$ cat src/design/ciex_map.svh
`ifndef CIEX_MAP_SVH
`define CIEX_MAP_SVH

// Register byte offsets on the APB bus.
`define CIEX_ADDR_INSTR 12'h000
`define CIEX_ADDR_ACCUM 12'h004
`define CIEX_ADDR_PCLATCH 12'h008
`define CIEX_ADDR_PC 12'h00C
`define CIEX_ADDR_STATUS 12'h010
`define CIEX_ADDR_STACK 12'h014
`define CIEX_ADDR_FSEL 12'h018
`define CIEX_ADDR_FDATA 12'h01C
`define CIEX_ADDR_WDT 12'h020

// Instruction word fields.
`define CIEX_INSTR_OP_LSB 0
`define CIEX_INSTR_OP_MSB 3
`define CIEX_INSTR_FA_LSB 4
`define CIEX_INSTR_FA_MSB 10
`define CIEX_INSTR_DEST_BIT 11

// Operation codes.
`define CIEX_OPC_NOP 4'h0
`define CIEX_OPC_CALL_ACC 4'h1
`define CIEX_OPC_CLR_FILE 4'h2
`define CIEX_OPC_CLR_ACC 4'h3
`define CIEX_OPC_CLR_WDOG 4'h4
`define CIEX_OPC_CPL_FILE 4'h5
`define CIEX_OPC_DEC_FILE 4'h6
`define CIEX_OPC_DEC_SKIP 4'h7
`define CIEX_OPC_INC_SKIP 4'h8

// Status register bit positions.
`define CIEX_ST_ZERO_BIT 0
`define CIEX_ST_PDN_BIT 1
`define CIEX_ST_TON_BIT 2
`define CIEX_ST_BUSY_BIT 3

// Reset values.
`define CIEX_PC_RST 15'h0000
`define CIEX_ACCUM_RST 8'h00
`define CIEX_PCLATCH_RST 7'h00
`define CIEX_SP_RST 4'h0

// Storage depths and watchdog counts.
`define CIEX_FILE_DEPTH 128
`define CIEX_STACK_DEPTH 16
`define CIEX_WDT_PRE_MAX 8'hFF
`define CIEX_WDT_CNT_MAX 8'hFF

`endif

$ cat src/design/ciex_pkg.sv
package ciex_pkg;
  typedef enum logic [1:0] {ST_IDLE, ST_EXEC, ST_SECOND} ciex_state_t;
endpackage : ciex_pkg

$ cat src/design/ciex_alu.sv
`timescale 1ns/1ps
`include "ciex_map.svh"
module ciex_alu (
  input wire logic [3:0] op,
  input wire logic dest,
  input wire logic [7:0] file_val,
  output logic [7:0] result,
  output logic res_zero,
  output logic to_file,
  output logic to_accum,
  output logic upd_zero,
  output logic is_skip
);
  logic is_clr_file;
  logic is_clr_acc;
  logic is_cpl;
  logic is_dec;
  logic is_inc;
  logic routed;

  assign is_clr_file = op == `CIEX_OPC_CLR_FILE;
  assign is_clr_acc = op == `CIEX_OPC_CLR_ACC;
  assign is_cpl = op == `CIEX_OPC_CPL_FILE;
  assign is_dec = (op == `CIEX_OPC_DEC_FILE) || (op == `CIEX_OPC_DEC_SKIP);
  assign is_inc = op == `CIEX_OPC_INC_SKIP;
  assign routed = is_cpl | is_dec | is_inc;

  assign result = is_cpl ? ~file_val :
                  is_dec ? file_val - 8'h01 :
                  is_inc ? file_val + 8'h01 : 8'h00;
  assign res_zero = result == 8'h00;
  assign to_file = is_clr_file | (routed & dest);
  assign to_accum = is_clr_acc | (routed & ~dest);
  assign upd_zero = is_clr_file | is_clr_acc | is_cpl | (op == `CIEX_OPC_DEC_FILE);
  // Both skip forms test the result.
  assign is_skip = (op == `CIEX_OPC_DEC_SKIP) || is_inc;
endmodule : ciex_alu

$ cat src/design/ciex_core.sv
// Overview of operation
// - call_via_accum pushes return, loads PC from latch and accumulator.
// - call_via_accum takes two cycles, flags unchanged.
// - clear_file_reg zeroes file register, sets zero.
// - clear_accum zeroes accumulator, sets zero flag.
// - clear_watchdog clears watchdog count and prescaler.
// - clear_watchdog sets timeout and powerdown flags.
// - complement_file_reg inverts file, updates zero flag.
// - dest_select zero to accumulator, one to file.
// - decrement_file_reg subtracts one, updates zero flag.
// - decrement_skip_zero subtracts, skips on zero, no flags.
// - increment_skip_zero adds, skips on zero, no flags.
// - Taken skip runs a NOP, two cycles.
// - Pushed return address is current address plus one.
`timescale 1ns/1ps
`include "ciex_map.svh"
module ciex_core
  import ciex_pkg::*;
(
  input wire logic pclk,
  input wire logic presetn,
  input wire logic psel,
  input wire logic penable,
  input wire logic pwrite,
  input wire logic [11:0] paddr,
  input wire logic [31:0] pwdata,
  output logic [31:0] prdata,
  output logic pready,
  output logic pslverr
);
  logic [7:0] file_mem [0:`CIEX_FILE_DEPTH-1];
  logic [14:0] stack_mem [0:`CIEX_STACK_DEPTH-1];
  ciex_state_t state_reg;
  ciex_state_t state_next;
  logic [3:0] op_reg;
  logic [6:0] faddr_reg;
  logic dest_reg;
  logic [7:0] w_reg;
  logic [6:0] latch_reg;
  logic [14:0] pc_reg;
  logic [14:0] pc_next;
  logic [3:0] sp_reg;
  logic zero_reg;
  logic timeout_n_reg;
  logic powerdown_n_reg;
  logic [6:0] fsel_reg;
  logic [7:0] wdt_pre_reg;
  logic [7:0] wdt_cnt_reg;
  logic [31:0] rd_mux;
  logic [7:0] alu_result;
  logic alu_zero;
  logic alu_to_file;
  logic alu_to_accum;
  logic alu_upd_zero;
  logic alu_skip;

  wire setup_phase = psel & ~penable;
  wire apb_write = psel & penable & pwrite & pready;
  wire hit_instr = paddr == `CIEX_ADDR_INSTR;
  wire hit_accum = paddr == `CIEX_ADDR_ACCUM;
  wire hit_latch = paddr == `CIEX_ADDR_PCLATCH;
  wire hit_pc = paddr == `CIEX_ADDR_PC;
  wire hit_status = paddr == `CIEX_ADDR_STATUS;
  wire hit_stack = paddr == `CIEX_ADDR_STACK;
  wire hit_fsel = paddr == `CIEX_ADDR_FSEL;
  wire hit_fdata = paddr == `CIEX_ADDR_FDATA;
  wire hit_wdt = paddr == `CIEX_ADDR_WDT;
  wire hit_any = hit_instr | hit_accum | hit_latch | hit_pc | hit_status | hit_stack | hit_fsel | hit_fdata | hit_wdt;

  // An instruction written while the core is busy is dropped, so software polls the busy bit first.
  wire issue = apb_write & hit_instr & (state_reg == ST_IDLE);
  wire exec_cyc = state_reg == ST_EXEC;
  wire second_cyc = state_reg == ST_SECOND;
  wire is_call = op_reg == `CIEX_OPC_CALL_ACC;
  wire call_exec = exec_cyc & is_call;
  wire skip_taken = exec_cyc & alu_skip & alu_zero;
  wire wdt_clear = exec_cyc & (op_reg == `CIEX_OPC_CLR_WDOG);
  wire wdt_tick = wdt_pre_reg == `CIEX_WDT_PRE_MAX;
  wire wdt_expire = wdt_tick & (wdt_cnt_reg == `CIEX_WDT_CNT_MAX);
  wire exec_file_wr = exec_cyc & alu_to_file;
  wire exec_w_wr = exec_cyc & alu_to_accum;
  wire [7:0] file_val = file_mem[faddr_reg];
  wire [14:0] pc_plus1 = pc_reg + 15'h0001;
  wire [14:0] stack_top = stack_mem[sp_reg - 4'h1];

  ciex_alu u_alu (
    .op(op_reg),
    .dest(dest_reg),
    .file_val(file_val),
    .result(alu_result),
    .res_zero(alu_zero),
    .to_file(alu_to_file),
    .to_accum(alu_to_accum),
    .upd_zero(alu_upd_zero),
    .is_skip(alu_skip)
  );

  // Call and taken skip get a second cycle.
  always_comb begin
    state_next = state_reg;
    case (state_reg)
      ST_IDLE: begin
        if (issue) begin
          state_next = ST_EXEC;
        end
      end
      ST_EXEC: begin
        if (is_call || skip_taken) begin
          state_next = ST_SECOND;
        end else begin
          state_next = ST_IDLE;
        end
      end
      ST_SECOND: begin
        state_next = ST_IDLE;
      end
      default: begin
        state_next = ST_IDLE;
      end
    endcase
  end

  // Second call cycle loads PC from latch and accumulator.
  // Second skip cycle steps over the discarded word.
  always_comb begin
    pc_next = pc_reg;
    if (exec_cyc && !is_call) begin
      pc_next = pc_plus1;
    end else if (second_cyc && is_call) begin
      pc_next = {latch_reg, w_reg};
    end else if (second_cyc) begin
      pc_next = pc_plus1;
    end else if (apb_write && hit_pc) begin
      pc_next = pwdata[14:0];
    end
  end

  always_ff @(posedge pclk or negedge presetn) begin
    if (!presetn) begin
      state_reg <= ST_IDLE;
      pc_reg <= `CIEX_PC_RST;
    end else begin
      state_reg <= state_next;
      pc_reg <= pc_next;
    end
  end

  always_ff @(posedge pclk or negedge presetn) begin
    if (!presetn) begin
      op_reg <= `CIEX_OPC_NOP;
      faddr_reg <= 7'h00;
      dest_reg <= 1'b0;
    end else if (issue) begin
      op_reg <= pwdata[`CIEX_INSTR_OP_MSB:`CIEX_INSTR_OP_LSB];
      faddr_reg <= pwdata[`CIEX_INSTR_FA_MSB:`CIEX_INSTR_FA_LSB];
      dest_reg <= pwdata[`CIEX_INSTR_DEST_BIT];
    end
  end

  // Accumulator takes the core result first.
  always_ff @(posedge pclk or negedge presetn) begin
    if (!presetn) begin
      w_reg <= `CIEX_ACCUM_RST;
    end else if (exec_w_wr) begin
      w_reg <= alu_result;
    end else if (apb_write && hit_accum) begin
      w_reg <= pwdata[7:0];
    end
  end

  always_ff @(posedge pclk or negedge presetn) begin
    if (!presetn) begin
      latch_reg <= `CIEX_PCLATCH_RST;
      fsel_reg <= 7'h00;
    end else begin
      if (apb_write && hit_latch) begin
        latch_reg <= pwdata[6:0];
      end
      if (apb_write && hit_fsel) begin
        fsel_reg <= pwdata[6:0];
      end
    end
  end

  // File write port, core before bus.
  always_ff @(posedge pclk) begin
    if (exec_file_wr) begin
      file_mem[faddr_reg] <= alu_result;
    end else if (apb_write && hit_fdata) begin
      file_mem[fsel_reg] <= pwdata[7:0];
    end
  end

  always_ff @(posedge pclk) begin
    if (call_exec) begin
      stack_mem[sp_reg] <= pc_plus1;
    end
  end

  // The stack pointer wraps, so a seventeenth push silently overwrites the oldest entry.
  always_ff @(posedge pclk or negedge presetn) begin
    if (!presetn) begin
      sp_reg <= `CIEX_SP_RST;
    end else if (call_exec) begin
      sp_reg <= sp_reg + 4'h1;
    end
  end

  always_ff @(posedge pclk or negedge presetn) begin
    if (!presetn) begin
      zero_reg <= 1'b0;
    end else if (exec_cyc && alu_upd_zero) begin
      zero_reg <= alu_zero;
    end
  end

  always_ff @(posedge pclk or negedge presetn) begin
    if (!presetn) begin
      wdt_pre_reg <= 8'h00;
      wdt_cnt_reg <= 8'h00;
    end else if (wdt_clear) begin
      wdt_pre_reg <= 8'h00;
      wdt_cnt_reg <= 8'h00;
    end else begin
      wdt_pre_reg <= wdt_pre_reg + 8'h01;
      if (wdt_tick) begin
        wdt_cnt_reg <= wdt_cnt_reg + 8'h01;
      end
    end
  end

  // Clear sets both flags and beats an expiry in the same cycle, since it restarts the count.
  always_ff @(posedge pclk or negedge presetn) begin
    if (!presetn) begin
      timeout_n_reg <= 1'b1;
      powerdown_n_reg <= 1'b1;
    end else if (wdt_clear) begin
      timeout_n_reg <= 1'b1;
      powerdown_n_reg <= 1'b1;
    end else if (wdt_expire) begin
      timeout_n_reg <= 1'b0;
    end
  end

  always_comb begin
    rd_mux = 32'h0000_0000;
    if (hit_instr) begin
      rd_mux = {20'h00000, dest_reg, faddr_reg, op_reg};
    end else if (hit_accum) begin
      rd_mux = {24'h000000, w_reg};
    end else if (hit_latch) begin
      rd_mux = {25'h0000000, latch_reg};
    end else if (hit_pc) begin
      rd_mux = {17'h00000, pc_reg};
    end else if (hit_status) begin
      rd_mux[`CIEX_ST_ZERO_BIT] = zero_reg;
      rd_mux[`CIEX_ST_PDN_BIT] = powerdown_n_reg;
      rd_mux[`CIEX_ST_TON_BIT] = timeout_n_reg;
      rd_mux[`CIEX_ST_BUSY_BIT] = state_reg != ST_IDLE;
    end else if (hit_stack) begin
      rd_mux = {12'h000, sp_reg, 1'b0, stack_top};
    end else if (hit_fsel) begin
      rd_mux = {25'h0000000, fsel_reg};
    end else if (hit_fdata) begin
      rd_mux = {24'h000000, file_mem[fsel_reg]};
    end else if (hit_wdt) begin
      rd_mux = {16'h0000, wdt_pre_reg, wdt_cnt_reg};
    end
  end

  // Read data is captured in the setup cycle so the access phase always completes in one cycle.
  always_ff @(posedge pclk or negedge presetn) begin
    if (!presetn) begin
      prdata <= 32'h0000_0000;
      pready <= 1'b0;
      pslverr <= 1'b0;
    end else begin
      prdata <= (setup_phase && !pwrite) ? rd_mux : 32'h0000_0000;
      pready <= setup_phase;
      pslverr <= setup_phase & ~hit_any;
    end
  end
endmodule : ciex_core

$ cat config.mk
export PLATFORM = sky130hd
export DESIGN_NAME = ciex_core
export DESIGN_NICKNAME = d
export VERILOG_FILES = /design/src/design/ciex_pkg.sv /design/src/design/ciex_alu.sv /design/src/design/ciex_core.sv
export VERILOG_INCLUDE_DIRS = /design/src /design/src/design
export SDC_FILE = /design/constraint.sdc
export NUM_CORES = 2
export LEC_CHECK = 0
export CORE_UTILIZATION = 60
export CTS_BUF_LIST = sky130_fd_sc_hd__clkbuf_2 sky130_fd_sc_hd__clkbuf_4 sky130_fd_sc_hd__clkbuf_8
export CTS_CLUSTER_DIAMETER = 50
export DETAILED_ROUTE_END_ITERATION = 10
export DONT_BUFFER_PORTS = 1
export GPL_TIMING_DRIVEN = 0
export PLACE_DENSITY_LB_ADDON = 0.25
export RECOVER_POWER = 50
export SETUP_SLACK_MARGIN = 0.15
export SYNTH_ARGS = -nofsm -noshare
export SYNTH_HDL_FRONTEND = slang
export SYNTH_SLANG_ARGS = --single-unit
$ cat constraint.sdc
create_clock -name pclk -period 10.4 [get_ports pclk]
set_input_delay 3.12 -clock pclk [delete_from_list [all_inputs] [get_ports pclk]]
set_output_delay 3.12 -clock pclk [all_outputs]
set_load 0.005 [all_outputs]
======== Yosys cells after proc, flatten, opt, wreduce, memory -nomap -nowiden ========
Memories as Yosys holds them, arrays and structs flattened.
Index checks and enable logic that the tools add are counted.
Widths: inputs -> output; s select.
cells by class
  add/sub/neg operators ................... 7
  equality and inequality tests ........... 21
  muxes and demuxes ....................... 38
  bitwise logic cells ..................... 35
  reductions and logical operators ........ 23
operators by type and width
  kind                   count
  $mux 32                8
  $mux 8                 9
  $mux 15                4
  $eq 12x5->1 const B    4
  $mux 28                1
  $add 8x1->8 const B    3
  $eq 12x4->1 const B    2
  $and 1x1->1            16
  $eq 4x3->1 const B     4
  $eq 8x8->1 const B     2
  $mux 16                1
  $add 15x1->15 const B  1
  $or 1x1->1             15
  $eq 12x3->1 const B    1
  $eq 12x6->1 const B    1
  $logic_not 12->1       1
  $mux 1                 10
  $logic_and 1x1->1      9
  $eq 4x2->1 const B     2
  $logic_not 8->1        1
  $not 8->8              1
  $reduce_bool 2->1      4
  $reduce_or 8->1        1
  $sub 8x1->8 const B    1
  other kinds (16)       22
word-level totals
  flip-flop bits (word level) ............. 107
  RAM bits ................................ 1264
  output and inout port bits .............. 34
  logic and storage cells ................. 142
  memories kept ........................... 2
memory list
  name       depth  bits a word  read ports  clocked after memory_dff  wr ports  RTL line         source
  file_mem   128    8            2           0                         1         ciex_core.sv:31  logic [7:0] file_mem [0:`CIEX_FILE_DEPTH-1];
  stack_mem  16     15           1           0                         1         ciex_core.sv:32  logic [14:0] stack_mem [0:`CIEX_STACK_DEPTH-1];

======== Longest topological paths before layout ========
  depth in word-level cells ............... 11
  gate-level depth with buffers ........... 19
  depth with buffers taken out ............ 13

======== By module ========
From an unflattened synthesis, not the netlist that was laid out.
unflattened totals
  cells, all modules ...................... 3344
  area total of the unflattened synthesis .. 63140.6 um2
modules (own cells, without submodules)
  module     times used  cells an instance  area each (um2)
  ciex_core  1           3262               62586.3
  ciex_alu   1           82                 554.3

======== Worst setup path after synthesis ========
Ideal clock, no wire load.
  kind .................................... input to register
  start point ............................. input paddr[8]
  end point ............................... memory file_mem[0][4] (data pin)
  setup time .............................. 1197 ps
  arrival time ............................ 9349 ps
  data required time ...................... 9203 ps
  slack ................................... -146 ps
  cell stages on the path ................. 8
  path through ............................ or4_1 > nor3_1 > nand4_1 > nor3_1 > clkbuf_1 > clkbuf_1 > clkbuf_1 > o21ai_0
between the ends
  word-level cells in the longest chain between the ends .. 7
RTL lines
  element                       RTL line          source
  start, declared               ciex_core.sv:25   input wire logic [11:0] paddr,
  $eq 12x5->1 (no line)         n/a
  $logic_and 1x1->1             ciex_core.sv:189  end else if (apb_write && hit_fdata) begin
  $mux 1                        ciex_core.sv:189
  $mux 1                        ciex_core.sv:187  if (exec_file_wr) begin
  $mux 1 (implied by the code)  ciex_core.sv:190  file_mem[fsel_reg] <= pwdata[7:0];
  $reduce_or 8->1 (no line)     n/a
  $mux 8 (no line)              n/a
  end, declared                 ciex_core.sv:31
No other way between the ends.

======== Worst setup path in the final report ========
  start point ............................. register faddr_reg[1]
  end point ............................... memory file_mem[48][6] (data pin)
between the ends
  word-level cells in the longest chain between the ends .. 6
  elaborated cells on any way between the ends .. 8
  classes of those cells .................. 2 x add/sub; 4 x mux; 1 x bitwise; 1 x memory
RTL lines
  element                 RTL line          source
  start, declared         ciex_core.sv:36   logic [6:0] faddr_reg;
  start signal, assigned  ciex_core.sv:155  faddr_reg <= pwdata[`CIEX_INSTR_FA_MSB:`CIEX_INSTR_FA_LSB];
  $mem_v2 128x8 *         n/a
  $add 8x1->8             ciex_alu.sv:30    is_inc ? file_val + 8'h01 : 8'h00;
  $mux 8                  ciex_alu.sv:30
  $mux 8                  ciex_alu.sv:29    is_dec ? file_val - 8'h01 :
  $mux 8 *                ciex_alu.sv:28    assign result = is_cpl ? ~file_val :
  $mux 8 (no line) *      n/a
Every way passes the cells marked *; elsewhere a longest branch is shown, timed or not.

==> summary.md <==
| Metric | Value |
|---|---|
| Main synth FF type | edfxtp_1 |
| Worst r2r path cells | 22 |
| RR Startpoint | faddr_reg[1] |
| Hold_ws | 0.509 ns |
| Switching share of power | 0.214 |
| Fin. Hold Viols | 0 |
| Die Width | 327 um |
| Worst-Margin Slew | 2.30 ns |
| Clk sinks | 1359 |
| First-pass GRT wire length | 347000 um |
| Initial DRT Pass Iterations | 8 |
| Fin nets | 3772 |
| Number of synthesized register bits | 1359 |
| Post-synth EDFFs | 1264 |
| Clock root buffer | clkbuf_8 |
| Initial antenna violation count | 18 |
| Synth warn | 0 |
| IO Pins | 83 |
| Via count | 42508 |
| Pwr per Cell Area | 153 mW/mm2 |
| Vias/cell | 8.06 |
| CTS tree | built |
| Reg with most FFs | file_mem |
| Max-slew headroom | -0.550 |
| DR WL/cell | 49.6 um |
| CP startpoint | faddr_reg[1] |
| Reg clk slew, reported paths | 0.06 ns |
| DR iter-0 viols | 8647 |
| Register area | 0.0403 mm2 |
| Skew final | 0.0624 ns |
| Slew Viols, Final | 595 |
| Share of cells above drive strength 1 | 0.303 |
| Logic pwr share | 0.004 |
| Global placement routability congestion | 1.15 |
| Core area | 0.104 mm2 |
| Hold Path Class | reg2reg |
| Post-layout util | 0.673 |
| Unrepaired setup endpoints after global routing | no |
| Part of the power in registers | 0.550 |
| Final Non-Filler Cells | 5275 |
| Yosys top cell area share | 0.600 |
| HP Start | timeout_n_reg |
| Status | finished, violations left |
| Die H | 327 um |
| DIE AREA | 0.107 mm2 |
| NetSw | 2290 uW |
| Top flop regs | file_mem x1024, stack_mem x240, prdata x20 |
| Clock Path Buffers | 3 |
| Final Critical Period | 10.03 ns |
| Cts-stage hold buffer count | 0 |
| Post-CTS Resized | 0 |
| Largest cells by area after synthesis | edfxtp_1 60%, mux4_2 23%, dfrtp_1 3.7% |
| Post-synth ARST share | 0.0699 |
| Flop2flop setup slack | 0.37 ns |
| CP Data Required Time | 11.16 ns |
| Inst Count DP | 4875 |
| Vias in the first global route | 40827 |
| Peak VDD IR | 0.181 mV |
| Multi-input logic area | 0.0216 mm2 |
| Post-CTS setup buffers | 0 |
| # Max-Cap Violations | 34 |
| Layout area overhead | 10.7% |
| Lkg Pwr | 0.0225 uW |
| Synth cell types | 84 |
| Critical Path End Type | register |
| Int Pwr | 8430 uW |
| Setup TNS | 0 ns |
| CP Max Fanout | 49 |
| DRC | 0 |
| WHS Path Cells | 1 |
| Arrival time at the worst endpoint | 10.80 ns |
| Final global-route overflow total | 0 |
| H-tree Lvls | 4 |
| Antenna-violating nets left | 0 |
| Register area share after synthesis | 0.638 |
| Mapped Cells | 3442 |
| WS Path Type | reg2reg |
| Violated checks | capacitance limit, slew limit |
| Max reg flops | 1024 |
| Port bufs | 0 |
| Clock power share | 0.446 |
| Fillers | 6904 |
| Startpoint types | register |
| F_max | 0.0997 GHz |
| Final setup vio count | 0 |
| Clk Latency, worst-skew pair | 0.97 ns |
| Final HPWL DP | 177000 um |
| Final period util | 0.965 |
| CTS buffer count | 214 |
| Avg Inst Size Synth | 18.4 um2 |
| Post-synth design cell area | 0.0632 mm2 |
| Core Rows | 118 |
| Initial core utilization | 0.608 |
| GRT Total Usage | 0.497 |
| Dominant cell type by area after synthesis | edfxtp_1 |
| Detailed Route WL | 262000 um |
| Largest net degree at the start of global routing | 97 |
synthesized netlist by cell type (6+ instances only):
library cell / instances
a211oi_1: 6
a21oi_1: 44
a221oi_1: 13
a222oi_1: 7
a22o_1: 17
a22oi_1: 64
a31oi_1: 6
a32oi_1: 6
and2_1: 9
and3_1: 15
buf_1: 45
buf_2: 24
buf_4: 24
buf_6: 18
clkbuf_1: 146
dfrtp_1: 94
edfxtp_1: 1264
ha_1: 10
inv_1: 23
mux2_2: 24
mux2i_1: 121
mux4_2: 635
nand2_1: 156
nand2b_1: 19
nand3_1: 47
nand3b_1: 7
nand4_1: 13
nor2_1: 260
nor2b_1: 15
nor3_1: 25
nor4_1: 13
o211ai_1: 15
o21a_1: 9
o21ai_0: 85
o221ai_1: 10
o22ai_1: 24
xnor2_1: 15
xor2_1: 18
stage by stage:
step | cell area, um2 | power [uW] | setup slack [ns]
floorplan | 63300 | 6040 | 0.171
global placement | 65000 | 6050 | -4.72
detailed placement | 66000 | 6060 | 1.58
CTS | 70400 | 10700 | 1.64
global route | 70000 | 10900 | 0.828
finish | 70000 | 10700 | 0.365
path summary, 6_finish.rpt:
kind,to
max in group asynchronous,timeout_n_reg
min reg2reg,timeout_n_reg
max,file_mem[48][6]
max reg2reg,file_mem[48][6]
min,timeout_n_reg
min in group asynchronous,sp_reg[2]
power by group through the flow:
stage	Sequential, uW	Combinational, uW	Clock (uW)
floorplan	6010	23.6	0
finish	5900	40.8	4780
global placement	6020	36.9	0
global route	5900	42.8	4950
detailed placement	6020	41.2	0
CTS	5900	41.4	4710
cell type report:
type / instances / share of cell area
buffer: 259 / 0.0190
inverter: 23 / 0.00123
antenna: 8 / 0.000286
clock inverter: 104 / 0.0124
timing repair buffer: 44 / 0.00617
sequential: 1359 / 0.576
clock buffer: 286 / 0.0505
tap: 1380 / 0.0247
multi-input combinational: 1812 / 0.309
critical path, stage by stage, from the launching register on:
cell      delay (ns)
dfrtp_1         0.35
clkbuf_1        0.29
buf_4           0.40
buf_2           0.45
buf_2           0.61
clkbuf_1        1.26
nand3b_1        1.18
o22ai_1         0.88
nor4_1          0.18
clkbuf_1        0.21
a22oi_1         0.34
and2_0          0.32
clkbuf_1        0.28
inv_1           0.14
ha_1            0.33
o311ai_0        0.18
o32ai_1         0.30
nand3_1         0.18
a221oi_2        0.09
or2_0           0.34
o21ai_4         0.82
buf_12          0.29
buf_12          0.25
layout by cell type, fill, tap and decap left out, types with 31 or more instances in the layout:
cell type  synthesis  routed
clkinv_1           0      44
o21ai_0           85      84
clkbuf_4           0      64
nand2_1          156     156
a21oi_1           44      44
buf_2             24      49
clkbuf_1         146     143
clkinv_2           0      31
clkbuf_8           0     222
a22oi_1           64      64
edfxtp_1        1264    1264
mux4_2           635     635
mux2i_1          121     120
nor2_1           260     257
nand3_1           47      47
clkbuf_2           0      37
dfrtp_1           94      94
layer usage:
metal,vias to the layer above,global-route usage,share of wire
li1,15020,-,-
met1,21625,0.583,0.30
met2,4643,0.695,0.42
met3,1196,0.241,0.17
met4,24,0.404,0.11
met5,-,0.00665,0.0012
cell families (layout without fill, tap and decap cells):
logic type / Yosys count / after routing / share of synthesized area
xor+xnor: 33 / 33 / 0.00457
buf+inv: 282 / 716 / 0.0211
mux: 781 / 781 / 0.250
fa+ha+maj: 10 / 10 / 0.00198
simple gates: 612 / 612 / 0.0436
compound gates: 364 / 364 / 0.0407
flops: 1359 / 1359 / 0.638
other cells: 1 / 20 / 0.0000593
(Power assumes the default switching activity.)
